**src/core/dsf_pkg.sv**
```systemverilog
// package: constants, types and register map of the drive status flag block
package dsf_pkg;

  localparam int DATA_W = 32;
  localparam int VAL_W = 16;
  localparam int NUM_TERM = 5;
  localparam int FUNC_W = 4;

  // flag function codes, one bit each in the flag vector
  localparam logic [FUNC_W-1:0] FN_NONE = 4'h0;
  localparam logic [FUNC_W-1:0] FN_READY = 4'h1;
  localparam logic [FUNC_W-1:0] FN_ZSPEED = 4'h2;
  localparam logic [FUNC_W-1:0] FN_TSPEED = 4'h3;
  localparam logic [FUNC_W-1:0] FN_POS = 4'h4;
  localparam logic [FUNC_W-1:0] FN_TQLIM = 4'h5;
  localparam logic [FUNC_W-1:0] FN_ALARM = 4'h6;
  localparam logic [FUNC_W-1:0] FN_BRAKE = 4'h7;
  localparam logic [FUNC_W-1:0] FN_OVLD = 4'h8;
  localparam logic [FUNC_W-1:0] FN_WARN = 4'h9;
  localparam logic [FUNC_W-1:0] FN_SCMP = 4'hA;
  localparam int NUM_FLAGS = 11;

  // control modes
  typedef enum logic [2:0] {
    MODE_PT, MODE_S, MODE_T, MODE_SZ, MODE_TZ, MODE_PT_S, MODE_PT_T, MODE_S_T
  } dsf_mode_t;

  // register byte offsets
  localparam logic [7:0] OFS_CTRL = 8'h00;
  localparam logic [7:0] OFS_ZERO_SPEED_FLAG_WIN = 8'h04;
  localparam logic [7:0] OFS_TGT_SPD = 8'h08;
  localparam logic [7:0] OFS_INPOS = 8'h0C;
  localparam logic [7:0] OFS_SPDERR = 8'h10;
  localparam logic [7:0] OFS_OVLD = 8'h14;
  localparam logic [7:0] OFS_ASSIGN = 8'h18;
  localparam logic [7:0] OFS_FLAGS = 8'h1C;
  localparam logic [7:0] OFS_IRQ_STAT = 8'h20;
  localparam logic [7:0] OFS_IRQ_MASK = 8'h24;
  localparam logic [7:0] OFS_TERM = 8'h28;

  // ctrl fields: [2:0] mode, [3] use custom assignment, [4] brake release
  localparam int CTRL_MODE_LSB = 0;
  localparam int CTRL_CUSTOM_BIT = 3;
  localparam int CTRL_BRAKE_BIT = 4;
  // assignment register: per terminal 4-bit function, active-low bit at 20+i
  localparam int ASSIGN_POL_LSB = 20;

  localparam logic [DATA_W-1:0] CTRL_RST = 32'h0000_0000;
  localparam logic [VAL_W-1:0] ZERO_SPEED_FLAG_WIN_RST = 16'h000A;
  localparam logic [VAL_W-1:0] TGT_SPD_RST = 16'h0BB8;
  localparam logic [VAL_W-1:0] INPOS_RST = 16'h0064;
  localparam logic [VAL_W-1:0] SPDERR_RST = 16'h000A;
  localparam logic [VAL_W-1:0] OVLD_RST = 16'h0078;
  localparam logic [DATA_W-1:0] ASSIGN_RST = 32'h0000_0000;

  // measured drive quantities and fault state from the control path
  typedef struct packed {
    logic [VAL_W-1:0] speed_abs;
    logic [VAL_W-1:0] speed_err_abs;
    logic [VAL_W-1:0] pos_err_abs;
    logic [VAL_W-1:0] load_level;
    logic torque_at_limit;
    logic drive_able;
    logic fault_other;
    logic rev_limit;
    logic fwd_limit;
    logic emg_stop;
    logic comm_err;
    logic under_volt;
  } dsf_meas_t;

endpackage

```
**src/core/dsf_assign_mem.sv**
```systemverilog
// small memory holding the per-terminal output assignments
`timescale 1ns/100ps
module dsf_assign_mem #(
  parameter int DEPTH = 5,
  parameter int WIDTH = 5
) (
  input wire logic pclk,
  input wire logic presetn,
  input wire logic wr_en,
  input wire logic [$clog2(DEPTH)-1:0] wr_addr,
  input wire logic [WIDTH-1:0] wr_data,
  input wire logic [$clog2(DEPTH)-1:0] rd_addr,
  output logic [WIDTH-1:0] rd_data
);
  logic [WIDTH-1:0] mem_q [DEPTH];

  if (DEPTH < 2)
  begin : g_bad_depth
    $error("depth must be at least 2");
  end

  always_ff @(posedge pclk or negedge presetn)
  begin
    if (!presetn)
    begin
      for (int i = 0; i < DEPTH; i++) mem_q[i] <= '0;
      rd_data <= '0;
    end
    else
    begin
      if (wr_en) mem_q[wr_addr] <= wr_data;
      rd_data <= mem_q[rd_addr];
    end
  end
endmodule

```
**src/core/dsf_status_flags.sv**
```systemverilog
// drive status flag generator with programmable output terminals over APB
//
// What this block does
// - ready is high only while the drive can run and no fault, alarm or warning is present.
// - zero speed is high whenever measured speed is at or below the zero-speed window.
// - target speed is high once speed reaches the target, in every mode but pulse-train.
// - in pulse-train position modes, position reached is high when error is within threshold.
// - torque limit follows the torque-at-limit detection and has no default terminal.
// - alarm is high on any fault except the five warning-class faults.
// - limit, emergency stop, comms and undervoltage faults raise warning, never alarm.
// - warning is high while any of the five warning-class faults is present, in every mode.
// - overload is high once load reaches the configured overload level.
// - in speed modes, speed compare is high when speed error is within threshold.
// - the brake output is available in every mode and has no default terminal.
// - the function shown on each output terminal is chosen by configuration.
// - a mode-dependent default assignment applies; unassigned functions drive no terminal.
//
// Design decisions made here: the APB interface to the registers and the register offsets.
`timescale 1ns/100ps
module dsf_status_flags #(
  parameter int NTERM = dsf_pkg::NUM_TERM
) (
  input wire logic pclk,
  input wire logic presetn,
  input wire logic psel,
  input wire logic penable,
  input wire logic pwrite,
  input wire logic [7:0] paddr,
  input wire logic [31:0] pwdata,
  output logic [31:0] prdata,
  output logic pready,
  output logic pslverr,
  input wire dsf_pkg::dsf_meas_t meas,
  output logic [NTERM-1:0] term_out,
  output logic brake_control_out,
  output logic irq
);
  import dsf_pkg::*;

  // the assignment register packs five 4-bit codes and five polarity bits
  if (NTERM < 2 || NTERM > 5)
  begin : g_bad_nterm
    $error("terminal count must be 2 to 5");
  end

  localparam int TA_W = $clog2(NTERM);

  // measured inputs come from another domain: two-flop synchroniser
  // a multi-bit value may be torn for one cycle; the compare settles on the next one
  dsf_meas_t meas_s1_q;
  dsf_meas_t meas_q;
  always_ff @(posedge pclk or negedge presetn)
  begin
    if (!presetn)
    begin
      meas_s1_q <= '0;
      meas_q <= '0;
    end
    else
    begin
      meas_s1_q <= meas;
      meas_q <= meas_s1_q;
    end
  end

  // register file
  logic [31:0] ctrl_q;
  logic [VAL_W-1:0] zero_speed_flag_win_q;
  logic [VAL_W-1:0] tgt_spd_q;
  logic [VAL_W-1:0] inpos_q;
  logic [VAL_W-1:0] spderr_q;
  logic [VAL_W-1:0] ovld_q;
  logic [31:0] assign_q;
  logic [NUM_FLAGS-1:0] irq_stat_q;
  logic [NUM_FLAGS-1:0] irq_mask_q;

  wire acc = psel && penable;
  wire wr = acc && pwrite;
  wire setup = psel && !penable;
  wire hit_ctrl = paddr == OFS_CTRL;
  wire hit_zero_speed_flag = paddr == OFS_ZERO_SPEED_FLAG_WIN;
  wire hit_tgt = paddr == OFS_TGT_SPD;
  wire hit_inpos = paddr == OFS_INPOS;
  wire hit_spderr = paddr == OFS_SPDERR;
  wire hit_ovld = paddr == OFS_OVLD;
  wire hit_assign = paddr == OFS_ASSIGN;
  wire hit_flags = paddr == OFS_FLAGS;
  wire hit_stat = paddr == OFS_IRQ_STAT;
  wire hit_mask = paddr == OFS_IRQ_MASK;
  wire hit_term = paddr == OFS_TERM;
  wire mapped = hit_ctrl | hit_zero_speed_flag | hit_tgt | hit_inpos | hit_spderr | hit_ovld
    | hit_assign | hit_flags | hit_stat | hit_mask | hit_term;

  // one short process per register; writes land at the access edge
  always_ff @(posedge pclk or negedge presetn)
  begin
    if (!presetn) ctrl_q <= CTRL_RST;
    else if (wr && hit_ctrl) ctrl_q <= pwdata;
  end

  always_ff @(posedge pclk or negedge presetn)
  begin
    if (!presetn) zero_speed_flag_win_q <= ZERO_SPEED_FLAG_WIN_RST;
    else if (wr && hit_zero_speed_flag) zero_speed_flag_win_q <= pwdata[VAL_W-1:0];
  end

  always_ff @(posedge pclk or negedge presetn)
  begin
    if (!presetn) tgt_spd_q <= TGT_SPD_RST;
    else if (wr && hit_tgt) tgt_spd_q <= pwdata[VAL_W-1:0];
  end

  always_ff @(posedge pclk or negedge presetn)
  begin
    if (!presetn) inpos_q <= INPOS_RST;
    else if (wr && hit_inpos) inpos_q <= pwdata[VAL_W-1:0];
  end

  always_ff @(posedge pclk or negedge presetn)
  begin
    if (!presetn) spderr_q <= SPDERR_RST;
    else if (wr && hit_spderr) spderr_q <= pwdata[VAL_W-1:0];
  end

  always_ff @(posedge pclk or negedge presetn)
  begin
    if (!presetn) ovld_q <= OVLD_RST;
    else if (wr && hit_ovld) ovld_q <= pwdata[VAL_W-1:0];
  end

  always_ff @(posedge pclk or negedge presetn)
  begin
    if (!presetn) assign_q <= ASSIGN_RST;
    else if (wr && hit_assign) assign_q <= pwdata;
  end

  always_ff @(posedge pclk or negedge presetn)
  begin
    if (!presetn) irq_mask_q <= '0;
    else if (wr && hit_mask) irq_mask_q <= pwdata[NUM_FLAGS-1:0];
  end

  // mode decode
  dsf_mode_t mode;
  assign mode = dsf_mode_t'(ctrl_q[CTRL_MODE_LSB +: 3]);
  wire custom_en = ctrl_q[CTRL_CUSTOM_BIT];
  wire brake_req = ctrl_q[CTRL_BRAKE_BIT];

  function automatic logic is_pos_mode(input dsf_mode_t m);
    return m == MODE_PT || m == MODE_PT_S || m == MODE_PT_T;
  endfunction

  function automatic logic is_speed_mode(input dsf_mode_t m);
    return m == MODE_S || m == MODE_SZ;
  endfunction

  // flag logic, all combinational here and registered below
  wire warn_any = meas_q.rev_limit | meas_q.fwd_limit | meas_q.emg_stop
    | meas_q.comm_err | meas_q.under_volt;
  wire alarm_c = meas_q.fault_other;
  wire ready_c = meas_q.drive_able && !alarm_c && !warn_any;
  wire zero_speed_flag_c = meas_q.speed_abs <= zero_speed_flag_win_q;
  wire target_speed_flag_c = !(mode == MODE_PT) && meas_q.speed_abs >= tgt_spd_q;
  wire pos_c = is_pos_mode(mode) && meas_q.pos_err_abs <= inpos_q;
  wire tql_c = meas_q.torque_at_limit;
  wire ovld_c = meas_q.load_level >= ovld_q;
  wire scmp_c = is_speed_mode(mode) && meas_q.speed_err_abs <= spderr_q;
  // brake engaged unless released while the drive is ready
  wire brake_c = !(brake_req && ready_c);

  logic [NUM_FLAGS-1:0] flags_d;
  always_comb
  begin
    flags_d = '0;
    flags_d[FN_READY] = ready_c;
    flags_d[FN_ZSPEED] = zero_speed_flag_c;
    flags_d[FN_TSPEED] = target_speed_flag_c;
    flags_d[FN_POS] = pos_c;
    flags_d[FN_TQLIM] = tql_c;
    flags_d[FN_ALARM] = alarm_c;
    flags_d[FN_BRAKE] = brake_c;
    flags_d[FN_OVLD] = ovld_c;
    flags_d[FN_WARN] = warn_any;
    flags_d[FN_SCMP] = scmp_c;
  end

  // one registered copy feeds terminals and brake; status edges compare it with the unregistered flags_d
  logic [NUM_FLAGS-1:0] flags_q;
  always_ff @(posedge pclk or negedge presetn)
  begin
    if (!presetn) flags_q <= '0;
    else flags_q <= flags_d;
  end

  // sticky status on rising flag edges; a set in the clear cycle wins
  wire [NUM_FLAGS-1:0] rise = flags_d & ~flags_q;
  wire [NUM_FLAGS-1:0] clr = (wr && hit_stat) ? pwdata[NUM_FLAGS-1:0] : '0;
  wire [NUM_FLAGS-1:0] stat_d = (irq_stat_q & ~clr) | rise;
  always_ff @(posedge pclk or negedge presetn)
  begin
    if (!presetn) irq_stat_q <= '0;
    else irq_stat_q <= stat_d;
  end

  // default terminal assignment per mode; unused functions get no pin
  function automatic logic [FUNC_W-1:0] default_func(input dsf_mode_t m, input int t);
    case (t)
      0: return FN_READY;
      1: return FN_ZSPEED;
      2: return is_pos_mode(m) ? FN_POS : (m == MODE_S ? FN_TSPEED : FN_NONE);
      3: return FN_ALARM;
      default: return FN_NONE;
    endcase
  endfunction

  // custom assignments stored in the small memory, scanned one terminal a cycle
  // a single read port keeps the memory small; each terminal refreshes every NTERM cycles
  logic [TA_W-1:0] scan_q;
  logic [4:0] mem_rd;
  wire mem_we = wr && hit_assign;
  always_ff @(posedge pclk or negedge presetn)
  begin
    if (!presetn) scan_q <= '0;
    else scan_q <= (scan_q == TA_W'(NTERM - 1)) ? '0 : scan_q + 1'b1;
  end

  logic [TA_W-1:0] scan_d1_q;
  always_ff @(posedge pclk or negedge presetn)
  begin
    if (!presetn) scan_d1_q <= '0;
    else scan_d1_q <= scan_q;
  end

  // one write updates all terminals' entries over successive cycles
  // reset starts one pass too, so the memory mirrors the reset assignment value
  logic [TA_W-1:0] wr_idx_q;
  logic wr_busy_q;
  always_ff @(posedge pclk or negedge presetn)
  begin
    if (!presetn)
    begin
      wr_idx_q <= '0;
      wr_busy_q <= 1'b1;
    end
    else if (mem_we)
    begin
      wr_idx_q <= '0;
      wr_busy_q <= 1'b1;
    end
    else if (wr_busy_q)
    begin
      wr_busy_q <= wr_idx_q != TA_W'(NTERM - 1);
      wr_idx_q <= (wr_idx_q == TA_W'(NTERM - 1)) ? wr_idx_q : wr_idx_q + 1'b1;
    end
  end

  wire [4:0] mem_wdata = {assign_q[ASSIGN_POL_LSB + wr_idx_q],
    assign_q[wr_idx_q*FUNC_W +: FUNC_W]};

  dsf_assign_mem #(
    .DEPTH(NTERM),
    .WIDTH(5)
  ) u_mem (
    .pclk(pclk),
    .presetn(presetn),
    .wr_en(wr_busy_q && !mem_we),
    .wr_addr(wr_idx_q),
    .wr_data(mem_wdata),
    .rd_addr(scan_q),
    .rd_data(mem_rd)
  );

  logic [NTERM-1:0] term_q;
  genvar g;
  generate
    for (g = 0; g < NTERM; g++)
    begin : g_term
      wire [FUNC_W-1:0] dfn = default_func(mode, g);
      wire [FUNC_W-1:0] cfn = mem_rd[FUNC_W-1:0];
      wire cpol = mem_rd[FUNC_W];
      wire cval = (cfn != FN_NONE && cfn < FUNC_W'(NUM_FLAGS)) ? flags_q[cfn] ^ cpol : 1'b0;
      wire dval = (dfn != FN_NONE) ? flags_q[dfn] : 1'b0;
      logic bit_q;
      always_ff @(posedge pclk or negedge presetn)
      begin
        if (!presetn) bit_q <= 1'b0;
        else if (!custom_en) bit_q <= dval;
        else if (scan_d1_q == TA_W'(g)) bit_q <= cval;
      end
      assign term_q[g] = bit_q;
    end
  endgenerate

  assign term_out = term_q;
  assign brake_control_out = flags_q[FN_BRAKE];

  // APB answer: zero wait states, unmapped addresses give pslverr
  logic [31:0] rdata_d;
  always_comb
  begin
    rdata_d = '0;
    if (hit_ctrl) rdata_d = ctrl_q;
    if (hit_zero_speed_flag) rdata_d = {16'h0000, zero_speed_flag_win_q};
    if (hit_tgt) rdata_d = {16'h0000, tgt_spd_q};
    if (hit_inpos) rdata_d = {16'h0000, inpos_q};
    if (hit_spderr) rdata_d = {16'h0000, spderr_q};
    if (hit_ovld) rdata_d = {16'h0000, ovld_q};
    if (hit_assign) rdata_d = assign_q;
    if (hit_flags) rdata_d = {21'h000000, flags_q};
    if (hit_stat) rdata_d = {21'h000000, irq_stat_q};
    if (hit_mask) rdata_d = {21'h000000, irq_mask_q};
    if (hit_term) rdata_d = {{(32-NTERM){1'b0}}, term_q};
  end

  // registered answer: setup cycle prepares, access cycle completes
  // read-only targets ignore writes quietly; only unmapped addresses raise pslverr
  always_ff @(posedge pclk or negedge presetn)
  begin
    if (!presetn)
    begin
      pready <= 1'b0;
      pslverr <= 1'b0;
    end
    else
    begin
      pready <= setup;
      pslverr <= setup && !mapped;
    end
  end

  // read data is launched at setup so it stands for the whole access cycle
  always_ff @(posedge pclk or negedge presetn)
  begin
    if (!presetn) prdata <= '0;
    else if (setup && !pwrite) prdata <= rdata_d;
  end

  // irq follows the next status value so it never lags the sticky bits
  always_ff @(posedge pclk or negedge presetn)
  begin
    if (!presetn) irq <= 1'b0;
    else irq <= |(stat_d & irq_mask_q);
  end
endmodule

```
**config.mk**
```make
export PLATFORM = sky130hd
export DESIGN_NAME = dsf_status_flags
export DESIGN_NICKNAME = d
export VERILOG_FILES = /design/src/core/dsf_pkg.sv /design/src/core/dsf_assign_mem.sv /design/src/core/dsf_status_flags.sv
export SDC_FILE = /design/constraint.sdc
export NUM_CORES = 1
export LEC_CHECK = 0
export ABC_AREA = 0
export ABC_CLOCK_PERIOD_IN_PS = 3300
export BUFFER_PORTS_ARGS = -buffer_cell sky130_fd_sc_hd__buf_2
export CAP_MARGIN = 20
export CELL_PAD_IN_SITES_DETAIL_PLACEMENT = 1
export CELL_PAD_IN_SITES_GLOBAL_PLACEMENT = 1
export CORE_MARGIN = 3
export CORE_UTILIZATION = 30
export DETAILED_ROUTE_END_ITERATION = 6
export PLACE_DENSITY_LB_ADDON = 0.15
export REMOVE_ABC_BUFFERS = 1
export SETUP_SLACK_MARGIN = 0.02
export SYNTH_ARGS = -nofsm -noshare
export SYNTH_HDL_FRONTEND = slang
export SYNTH_SLANG_ARGS = --single-unit
```
**constraint.sdc**
```tcl
create_clock -name pclk -period 3.3 [get_ports pclk]
set_clock_uncertainty 0.2 [all_clocks]
set_input_delay 0.66 -clock pclk [delete_from_list [all_inputs] [get_ports pclk]]
set_output_delay 0.66 -clock pclk [all_outputs]
set_load 0.05 [all_outputs]
```
# ---- After elaboration in Yosys (flattened, before gate mapping)
# Cells that the tools add are included.
dict set report totals {
  in_bits 117
  output_inout_bits 41
  ramBits 0
  latchBits 0
  rom_bits 0
  ff_bits 400
  memories 0
  word_cells 205
}
dict set report op_classes {
  magnitude_cmp 12
  n_div 0
  bitwise_logic 23
  eq_ne 27
  n_reduce_logical 42
  multipliers 0
  n_shift 1
  addsub 3
  mux 44
}
# operator count
set op_table {}
lappend op_table {{$mux 32} 11}
lappend op_table {{$le 16x16->1} 3}
lappend op_table {{$and 11x11->11} 3}
lappend op_table {{$eq 8x5->1 const B} 4}
lappend op_table {{$ge 16x16->1} 2}
lappend op_table {{$shiftx 32x6->4} 1}
lappend op_table {{$bwmux 25} 1}
lappend op_table {{$eq 8x6->1 const B} 3}
lappend op_table {{$logic_and 1x1->1} 23}
lappend op_table {{$not 11->11} 2}
lappend op_table {{$mux 1} 17}
lappend op_table {{$eq 8x4->1 const B} 2}
lappend op_table {{$bmux 5 s3} 1}
lappend op_table {{$demux 5 s3} 1}
lappend op_table {{$eq 3x3->1 const B} 5}
lappend op_table {{$mux 3} 5}
lappend op_table {{$mux 5} 3}
lappend op_table {{$or 1x1->1} 14}
lappend op_table {{$mux 11} 1}
lappend op_table {{$or 11x11->11} 1}
lappend op_table {{$reduce_or 11->1} 1}
lappend op_table {{$ne 2x1->1 const B} 5}
lappend op_table {{$eq 3x2->1 const B} 3}
lappend op_table {{$bmux 1 s4} 2}
lappend op_table {{23 further kinds} 38}

# ---- Logic depth before layout (Yosys ltp)
# Gate-level depths: netlist of run 1.
dict set report logic_depth {
  word_depth 13
  depth_mapped 8
}

# ---- Cells and area by module
# A second synthesis of run 1 with hierarchy kept.
dict set report unflattened {
  cells_unflattened 1327
  hier_area_um2 17180.2
}
# module instances area_each_um2 cells_each
set modules_own_cells {}
lappend modules_own_cells {dsf_status_flags 1 15860.2 1238}
lappend modules_own_cells {dsf_assign_mem 1 1320.0 89}

# ---- Worst setup path after synthesis of run 1
# Ideal clock, no wire load.
dict set report synth_path {
  path_kind {input-to-reg}
  from {input port paddr[2]}
  to {register irq}
  stages 8
  required_ps 2968
  path_slack_ps 727
  arrival_time_ps 2241
  cell_sequence {buf_4 > nor4_2 > and3_1 > buf_6 > a21boi_4 > a2111oi_4 > o2111a_1 > nand3_1}
}
dict set report synth_via {
  elab_chain_cells 8
}
# element line_no
set synth_rtl {}
lappend synth_rtl {{start: declaration} dsf_status_flags.sv:28} ;# input wire logic [7:0] paddr,
lappend synth_rtl {{$eq 8x6->1} dsf_status_flags.sv:88} ;# wire hit_stat = paddr == OFS_IRQ_STAT;
lappend synth_rtl {{$logic_and 1x1->1} dsf_status_flags.sv:197} ;# wire [NUM_FLAGS-1:0] clr = (wr && hit_stat) ? pwdata[NUM_FLAGS-1:0] : '0;
lappend synth_rtl {{$mux 11} dsf_status_flags.sv:197}
lappend synth_rtl {{$not 11->11} dsf_status_flags.sv:198} ;# wire [NUM_FLAGS-1:0] stat_d = (irq_stat_q & ~clr) | rise;
lappend synth_rtl {{$and 11x11->11} dsf_status_flags.sv:198}
lappend synth_rtl {{$or 11x11->11} dsf_status_flags.sv:198}
lappend synth_rtl {{$and 11x11->11} dsf_status_flags.sv:342} ;# else irq <= |(stat_d & irq_mask_q);
lappend synth_rtl {{$reduce_or 11->1} dsf_status_flags.sv:342}
lappend synth_rtl {{end signal: assignment} dsf_status_flags.sv:342}
lappend synth_rtl {{end: declaration} dsf_status_flags.sv:36} ;# output logic irq
# No other way between the ends.
# A chain may end at the register's enable or synchronous reset.

# ---- Final worst setup path of run 1
dict set report layout_path {
  from {register tgt_spd_q[5]}
  to {register irq}
}
dict set report layout_via {
  elab_chain_cells 6
}
# element line_no
set layout_rtl {}
lappend layout_rtl {{start: declaration} dsf_status_flags.sv:69} ;# logic [VAL_W-1:0] tgt_spd_q;
lappend layout_rtl {{start signal: assignment} dsf_status_flags.sv:110} ;# else if (wr && hit_tgt) tgt_spd_q <= pwdata[VAL_W-1:0];
lappend layout_rtl {{$ge 16x16->1} dsf_status_flags.sv:163} ;# wire target_speed_flag_c = !(mode == MODE_PT) && meas_q.speed_abs >= tgt_spd_q;
lappend layout_rtl {{$logic_and 1x1->1} dsf_status_flags.sv:163}
lappend layout_rtl {{$and 11x11->11} dsf_status_flags.sv:196} ;# wire [NUM_FLAGS-1:0] rise = flags_d & ~flags_q;
lappend layout_rtl {{$or 11x11->11} dsf_status_flags.sv:198}
lappend layout_rtl {{$and 11x11->11} dsf_status_flags.sv:342}
lappend layout_rtl {{$reduce_or 11->1} dsf_status_flags.sv:342}
# No other way between the ends.

==> metrics, run 1 <==
global route total overflow 0; Finished Layout Cells around 2.4k; via/cell ratio 5.01; fin nets around 1.8k; number of synthesized flops with an enable pin 0; min Tclk post-route 2850 ps; PostCTS Resize Cnt 0; CP peak stage delay between 500 and 600 ps; Core Footprint 56,800 sq um; Ys Warns 0; height of the die 246 um; Worst path top cell family by delay compound AO/OA/AOI/OAI gates; multi-input logic area around 6600 sq um; met2 Usage GRT 30.4%; I/O Pins roughly 160; Initial Util just over 30%; worst skew pair latency about 600 ps; synthesized flop and latch total 400; final wirelength between 50,000 and 60,000 um; leakage 9.90 nW; worst reg-to-reg path cell count 8; outcome complete, no violations; Placer Congestion 0.884; Unique masters post-synth 76; clock sink total 400; CP max FO 3; Area growth, synth to finish 24.3%; Area contributors post-synth dfrtp_1, mux2_2, ha_1, dfstp_2, inv_1; area leader, netlist dfrtp_1; slew of the pin with the lowest slew margin 796 ps; Critical Path RT 3570 ps; Synth Instances roughly 1.4k; Mapped Area 17,300 sq um; Max-Cap Viols 0; vias in the first global route approximately 13k; global route hottest layer met2; Post-DRT Antenna Nets 0; routed wire length per instance ~23 um; Min-Delay Path Depth 2; number of detailed-routing iterations run before antenna repair 6; dpl cells ~2.3k; Util after Layout 38.0%; CTS root buf clkbuf_16; slowest CP cell dfstp_2; post-CTS setup buffer count 0; Worst Hold Class in -> reg; Clock transition at path regs roughly 60 ps; f_max between 0.3 and 0.4 GHz; via count 12.1k; FFs w/ async S/R, synth 100%; filler instances a little over 6k; initial antenna violation count 3; Die Area 60,700 sq um; period utilisation layout between 80% and 90%; die width approximately 250 um; worst hold slack 87.5 ps; CP Cell Sequence inv_1, ha_1, a21o_1, a221o_1, a31oi_1, o21ai_0, a222oi_1, nand3_1; pin count of the biggest net entering global routing between 70 and 80; first-pass GRT wire length 85,100 um; post-synthesis sequential area ratio between 50% and 60%; P per Cell Area around 530 nW/um^2; # H-tree levels 2; share of cells above drive strength 1 30.4%; GR Util All Layers between 10% and 20%; Final Max Slew Viols 0; VDD IR max 0.000366 V; Main synth FF type dfrtp_1; count of input and output buffers approximately 160; number of DRC markers in iteration 0 ~770; number of hold buffers added after cts 73; Rows 87; endpoints failing setup 0; RSZ-0062 raised after global routing no; CP Capture Type flop; WS Path Type reg -> reg; grt met3 use under 10%; Hold Fails Final Rpt 0; CP Depth 8; relative slew slack a little under half; share of the synthesized area in the top cell type 55.0%; CP startpoint kind flop; DP HPWL 42,200 um; syn_area_per_cell roughly 13 sq um; DRC viols 0; Seq. cell area 10,000 sq um; Inserted Clock Buffers 48; Worst Path Arrival ~3100 ps; CTS Buffer Depth 3; met1 global-route usage approximately a quarter; Critical path buffers and inverters 1; CTS tree built
[report_power, final]
group | switching [mW] | internal [mW]
sequential | 0.218 | 5.08
clock | 2.18 | 3.09
combinational | 0.522 | 0.355
[synth_stat cells, types with 3 or more instances]
cell / n
nor2_1: 41
mux2i_1: 21
a31oi_1: 22
o211ai_1: 10
nor4b_1: 5
mux2_2: 176
a21boi_0: 3
a221o_1: 4
mux4_2: 11
nand3_1: 18
o21bai_1: 3
or4_1: 8
dfrtp_1: 381
a21oi_1: 55
or3_1: 4
a211o_1: 4
buf_2: 19
nor3_1: 3
a222oi_1: 6
o21ai_0: 41
clkbuf_1: 27
buf_4: 8
nand4_1: 15
nand2b_1: 8
a211oi_1: 5
dfstp_2: 19
a2111oi_0: 3
a32oi_1: 3
a221oi_1: 10
nor2b_1: 8
and4_1: 3
nand2_1: 78
o221ai_1: 4
a22oi_1: 43
nor2_2: 3
and3_1: 9
ha_1: 84
inv_1: 103
o22ai_1: 8
a22o_1: 6
mux2_1: 12
nor4_1: 6
a21o_1: 12
[cells in the final DEF (no fill, tap or decap), types with 9 or more instances in the layout]
cell	Yosys	routed
dfrtp_1	381	381
mux2_2	176	176
buf_2	19	156
inv_1	103	103
ha_1	84	84
nand2_1	78	78
dlygate4sd3_1	0	73
a21oi_1	55	55
clkbuf_16	0	49
buf_4	8	44
a22oi_1	43	43
o21ai_0	41	41
nor2_1	41	40
a31oi_1	22	22
mux2i_1	21	21
clkbuf_1	27	19
dfstp_2	19	19
nand3_1	18	18
nand4_1	15	15
a21o_1	12	12
mux2_1	12	12
mux4_2	11	11
o211ai_1	10	10
a221oi_1	10	10
and3_1	9	9
[cell families (layout without fill, tap and decap cells)]
logic type,Yosys count,count (layout),share of synthesized area [%]
flops,400,400,57.8
compound gates,258,258,10.3
simple gates,228,228,7.01
mux,220,220,14.8
buf+inv,161,473,3.88
fa+ha+maj,84,84,6.06
xor+xnor,2,2,0.101
other cells,0,3,0
[area by class of cell]
cell class              instances  area share [%]
multi-input cells             792            30.8
flip-flops and latches        400            46.5
diodes                          3          0.0348
clock buffers                  75            6.46
well taps                     756            4.39
inverters                     103            1.79
clock inverters                15           0.841
repair buffers                280            9.17
[metal layers]
metal	up-vias	routed length, um
met5	-	0
met4	0	1570
met3	79	3080
met2	288	26300
met1	6297	25900
li1	5475	-
[worst paths after layout]
path                                          start                      to  slack (ps)
setup / recovery           tgt_spd_q[5]$_DFFE_PN1P_           irq$_DFF_PN0_         450
max in group asynchronous                   presetn  inpos_q[2]$_DFFE_PN1P_        1570
min in group asynchronous                   presetn    meas_q[64]$_DFF_PN0_         470
hold reg to reg             meas_s1_q[56]$_DFF_PN0_    meas_q[56]$_DFF_PN0_         130
setup reg to reg           tgt_spd_q[5]$_DFFE_PN1P_           irq$_DFF_PN0_         450
hold / removal                           pwdata[28]  ctrl_q[28]$_DFFE_PN0P_          90
[through the flow]
stage	cell area [sq um]	total power [mW]	TNS, ps	setup WS, ps
after floorplan	17100	5.68	-12540	-407
after global placement	19300	6.19	0	312
after detailed placement	19300	6.21	0	290
after CTS	21600	11.6	0	464
after global routing	21600	12.0	0	293
final	21600	11.4	0	450
[registers in the layout (all words and copies together), names as in the netlist, 10 cells and up]
signal                 cells
assign_q                  32
tgt_spd_q                 16
spderr_q                  16
inpos_q                   16
irq_mask_q                11
u_mem.mem_q               25
flags_q                   10
ovld_q                    16
ctrl_q                    32
zero_speed_flag_win_q     16
meas_s1_q                 72
irq_stat_q                11
prdata                    32
meas_q                    70
(Power assumes the default switching activity.)
==> run 2: changes to the inputs <==
SYNTH_HIERARCHICAL = 1   (was unset)
==> run 2 against run 1 <==
  * Synthesized cell count down 1.9%
  * Utilization about the same
  * First-iteration DRC count decreased by 0.39%
  * Sequential share of layout area grew 0.28 points
  * Flip-flop and latch count unchanged
  * Hold slack improved by 34 ps
  * Cell area fell by 0.60%
==> metrics, run 2 <==
outcome complete, no violations (unchanged); Routed met1 length 25,200 um (was 25,900 um); share of cells above drive strength 1 31.8% (was 30.4%); area leader, netlist dfrtp_1 (unchanged); Area growth, synth to finish 24.8% (was 24.3%); slowest CP cell dfstp_2 (unchanged); synthesized flop and latch total 400 (unchanged); CTS root buf clkbuf_16 (unchanged); Initial Util 30.4% (was 30.5%); final wirelength 54,500 um (was 56,900 um); min Tclk post-route 3000 ps (was 2850 ps); Unique masters post-synth 74 (was 76); Critical Path RT 3540 ps (was 3570 ps); CP Capture Type flop (unchanged); multi-input logic area 6500 sq um (was 6640 sq um); Post-DRT Antenna Nets 0 (unchanged); most common cell after layout, fill and taps aside dfrtp_1 (unchanged); post-route cell area 21,400 sq um (was 21,600 sq um); I/O Pins 158 (unchanged); Synth Instances 1,327 (was 1,353); PostCTS Resize Cnt 0 (unchanged); pin count of the biggest net entering global routing 94 (was 74); first-pass GRT wire length 82,900 um (was 85,100 um); Max-Cap Viols 0 (unchanged); number of synthesized flops with an enable pin 0 (unchanged); endpoints failing setup 0 (unchanged); worst skew pair latency 580 ps (was 600 ps); GR Util All Layers 18.4% (was 18.9%); leakage 9.81 nW (was 9.90 nW); count leader, synth dfrtp_1 (unchanged); Die Area 60,200 sq um (was 60,700 sq um); Post-synth top cells dfrtp_1, mux2_2, inv_1 (unchanged); Area contributors post-synth dfrtp_1, mux2_2, ha_1, dfstp_2, inv_1 (unchanged); Ys Warns 6 (was 0); Biggest register meas_s1_q (unchanged); count of input and output buffers 157 (unchanged); via count 11.9k (was 12.1k); met3 WL post-DR 2940 um (was 3080 um); Worst Slack Setup Final 296 ps (was 450 ps); placed cell area 19,100 sq um (was 19,300 sq um); DRC viols 0 (unchanged); Rows 87 (unchanged); routed wire length per instance 22.7 um (was 23.5 um); Tot Pwr 11.5 mW (was 11.4 mW); DR WL met2 25,100 um (was 26,300 um); share of the synthesized area in the top cell type 55.5% (was 55.0%); via/cell ratio 4.95 (was 5.01); f_max 0.333 GHz (was 0.351 GHz); clock sink total 400 (unchanged); CP startpoint kind flop (unchanged); DP Worst Slack 155 ps (was 290 ps); worst hold slack 122 ps (was 87.5 ps); height of the die 245 um (was 246 um); number of detailed-routing iterations run before antenna repair 6 (unchanged); Hold Fails Final Rpt 0 (unchanged); Largest regs meas_s1_q (72), meas_q (70) (unchanged); filler instances 5,955 (was 6,053); P per Cell Area 536 nW/um^2 (was 530 nW/um^2); slew of the pin with the lowest slew margin 952 ps (was 796 ps); period utilisation layout 91.0% (was 86.4%); CP Cell Sequence inv_1, ha_1, a2111oi_0, nand2_1, a21oi_1, o221ai_1, and2_1, a2111oi_0, nand4_1 (was inv_1, ha_1, a21o_1, a221o_1, a31oi_1, o21ai_0, a222oi_1, nand3_1); Mapped Area 17,200 sq um (was 17,300 sq um); number of DRC markers in iteration 0 764 (was 767); syn_area_per_cell 12.9 sq um (was 12.8 sq um); global route total overflow 0 (unchanged); vias in the first global route 12.8k (was 13.0k); relative slew slack 35.8% (was 46.4%); max reg flops 72 (unchanged); Placer Congestion 0.841 (was 0.884); fin nets 1,806 (was 1,826); CP peak stage delay 520 ps (was 570 ps); Main synth FF type dfrtp_1 (unchanged); Inserted Clock Buffers 48 (unchanged); Finished Layout Cells 2,401 (was 2,424); Clock transition at path regs 60 ps (about the same); CP most frequent cell a2111oi_0; # H-tree levels 2 (unchanged); VDD IR max 0.000346 V (was 0.000366 V); Worst Path Arrival 3240 ps (was 3120 ps); CTS Buffer Depth 3 (unchanged); Core Footprint 56,500 sq um (was 56,800 sq um); post-synthesis sequential area ratio 58.4% (was 57.8%); initial antenna violation count 6 (was 3); die width 245 um (was 246 um); Seq. cell area 10,000 sq um (unchanged); CP max FO 3 (unchanged); DP HPWL 39,900 um (was 42,200 um); FFs w/ async S/R, synth 100% (unchanged); dpl cells 2,238 (was 2,258); most frequent cells in the layout dfrtp_1, mux2_2, buf_2 (unchanged); Final Max Slew Viols 0 (unchanged); Worst Hold Class in -> reg (unchanged); uppermost routed layer met5 (was met4); RSZ-0062 raised after global routing no (unchanged); CTS tree built (unchanged); WS Path Type reg -> reg (unchanged)
[run 2: changes by cell type after synthesis, moves of 5 or more]
cell       change
a21o_1         -5
a222oi_1       +8
a22oi_1       -12
a31oi_1       -13
and2_1         +8
mux2_1        -12
mux2_2        +14
mux2i_1        -8
nor2_1         -7
o2111ai_1      +7
o21ai_0       +14
or4_1          -7
[run 2: cell families after synthesis]
| group | share of synthesized area (%) |
|---|---|
| and+or+nand+nor | 6.96 |
| adders and majority gates | 6.12 |
| AOI/OAI and AO/OA | 9.82 |
| DFF | 58.4 |
| buffers and inverters | 3.74 |
| xor gates and xnor gates | 0.153 |
| muxes | 14.8 |
[run 2: metrics by stage]
stage	utilization, %	setup TNS, ps
2_1_floorplan	-	-5800
3_3_place_gp	33.8	0
3_5_place_dp	33.8	0
4_1_cts	37.9	0
5_1_grt	37.9	0
6_report	37.9	0
[run 2: final cells by class]
cell class / count / share of cell area [%]
clock buffers: 76 / 6.71
clock inverters: 13 / 0.700
repair buffers: 285 / 9.28
inverters: 100 / 1.75
multi-input cells: 770 / 30.3
diodes: 1 / 0.0117
flip-flops and latches: 400 / 46.8
well taps: 756 / 4.41
[run 2: path summary, 6_finish.rpt]
kind                                         startpoint                       to  slack (ps)  depth (start not counted)
worst max-delay path              ovld_q[5]$_DFFE_PN1P_            irq$_DFF_PN0_         300                          9
worst min-delay path                         pwdata[20]   ctrl_q[20]$_DFFE_PN0P_         120                          2
worst max register to register    ovld_q[5]$_DFFE_PN1P_            irq$_DFF_PN0_         300                          9
worst min register to register  meas_s1_q[29]$_DFF_PN0_     meas_q[29]$_DFF_PN0_         140                          0
max in group asynchronous                       presetn  meas_s1_q[43]$_DFF_PN0_        1570                          3
min in group asynchronous                       presetn   meas_s1_q[7]$_DFF_PN0_         420                          2
[run 2: repair_timing]
action,CTS,global route
endpoints found under the setup margin,0,0
hold buffers,73,0
hold endpoints to repair,120,0
buffers inserted,0,0
[run 2: routing by layer]
layer / track usage [%] / vias to the layer above
li1: - / 5355
met1: 25.4 / 6162
met2: 29.3 / 266
met3: 4.06 / 88
met4: 4.74 / 10
met5: 0 / -
[run 2: worst max-delay path: cells and delay by family (launching register included)]
family | cells | cell delay (ps)
buffers and inverters | 1 | 50
AND/OR/NAND/NOR | 3 | 450
flip-flops | 1 | 520
AO/OA/AOI/OAI | 4 | 1350
adder cells (fa/ha/maj) | 1 | 300
[run 2: where the power goes]
part	switching, mW	internal, mW
logic	0.504	0.369
clock network	2.10	3.21
registers	0.214	5.08
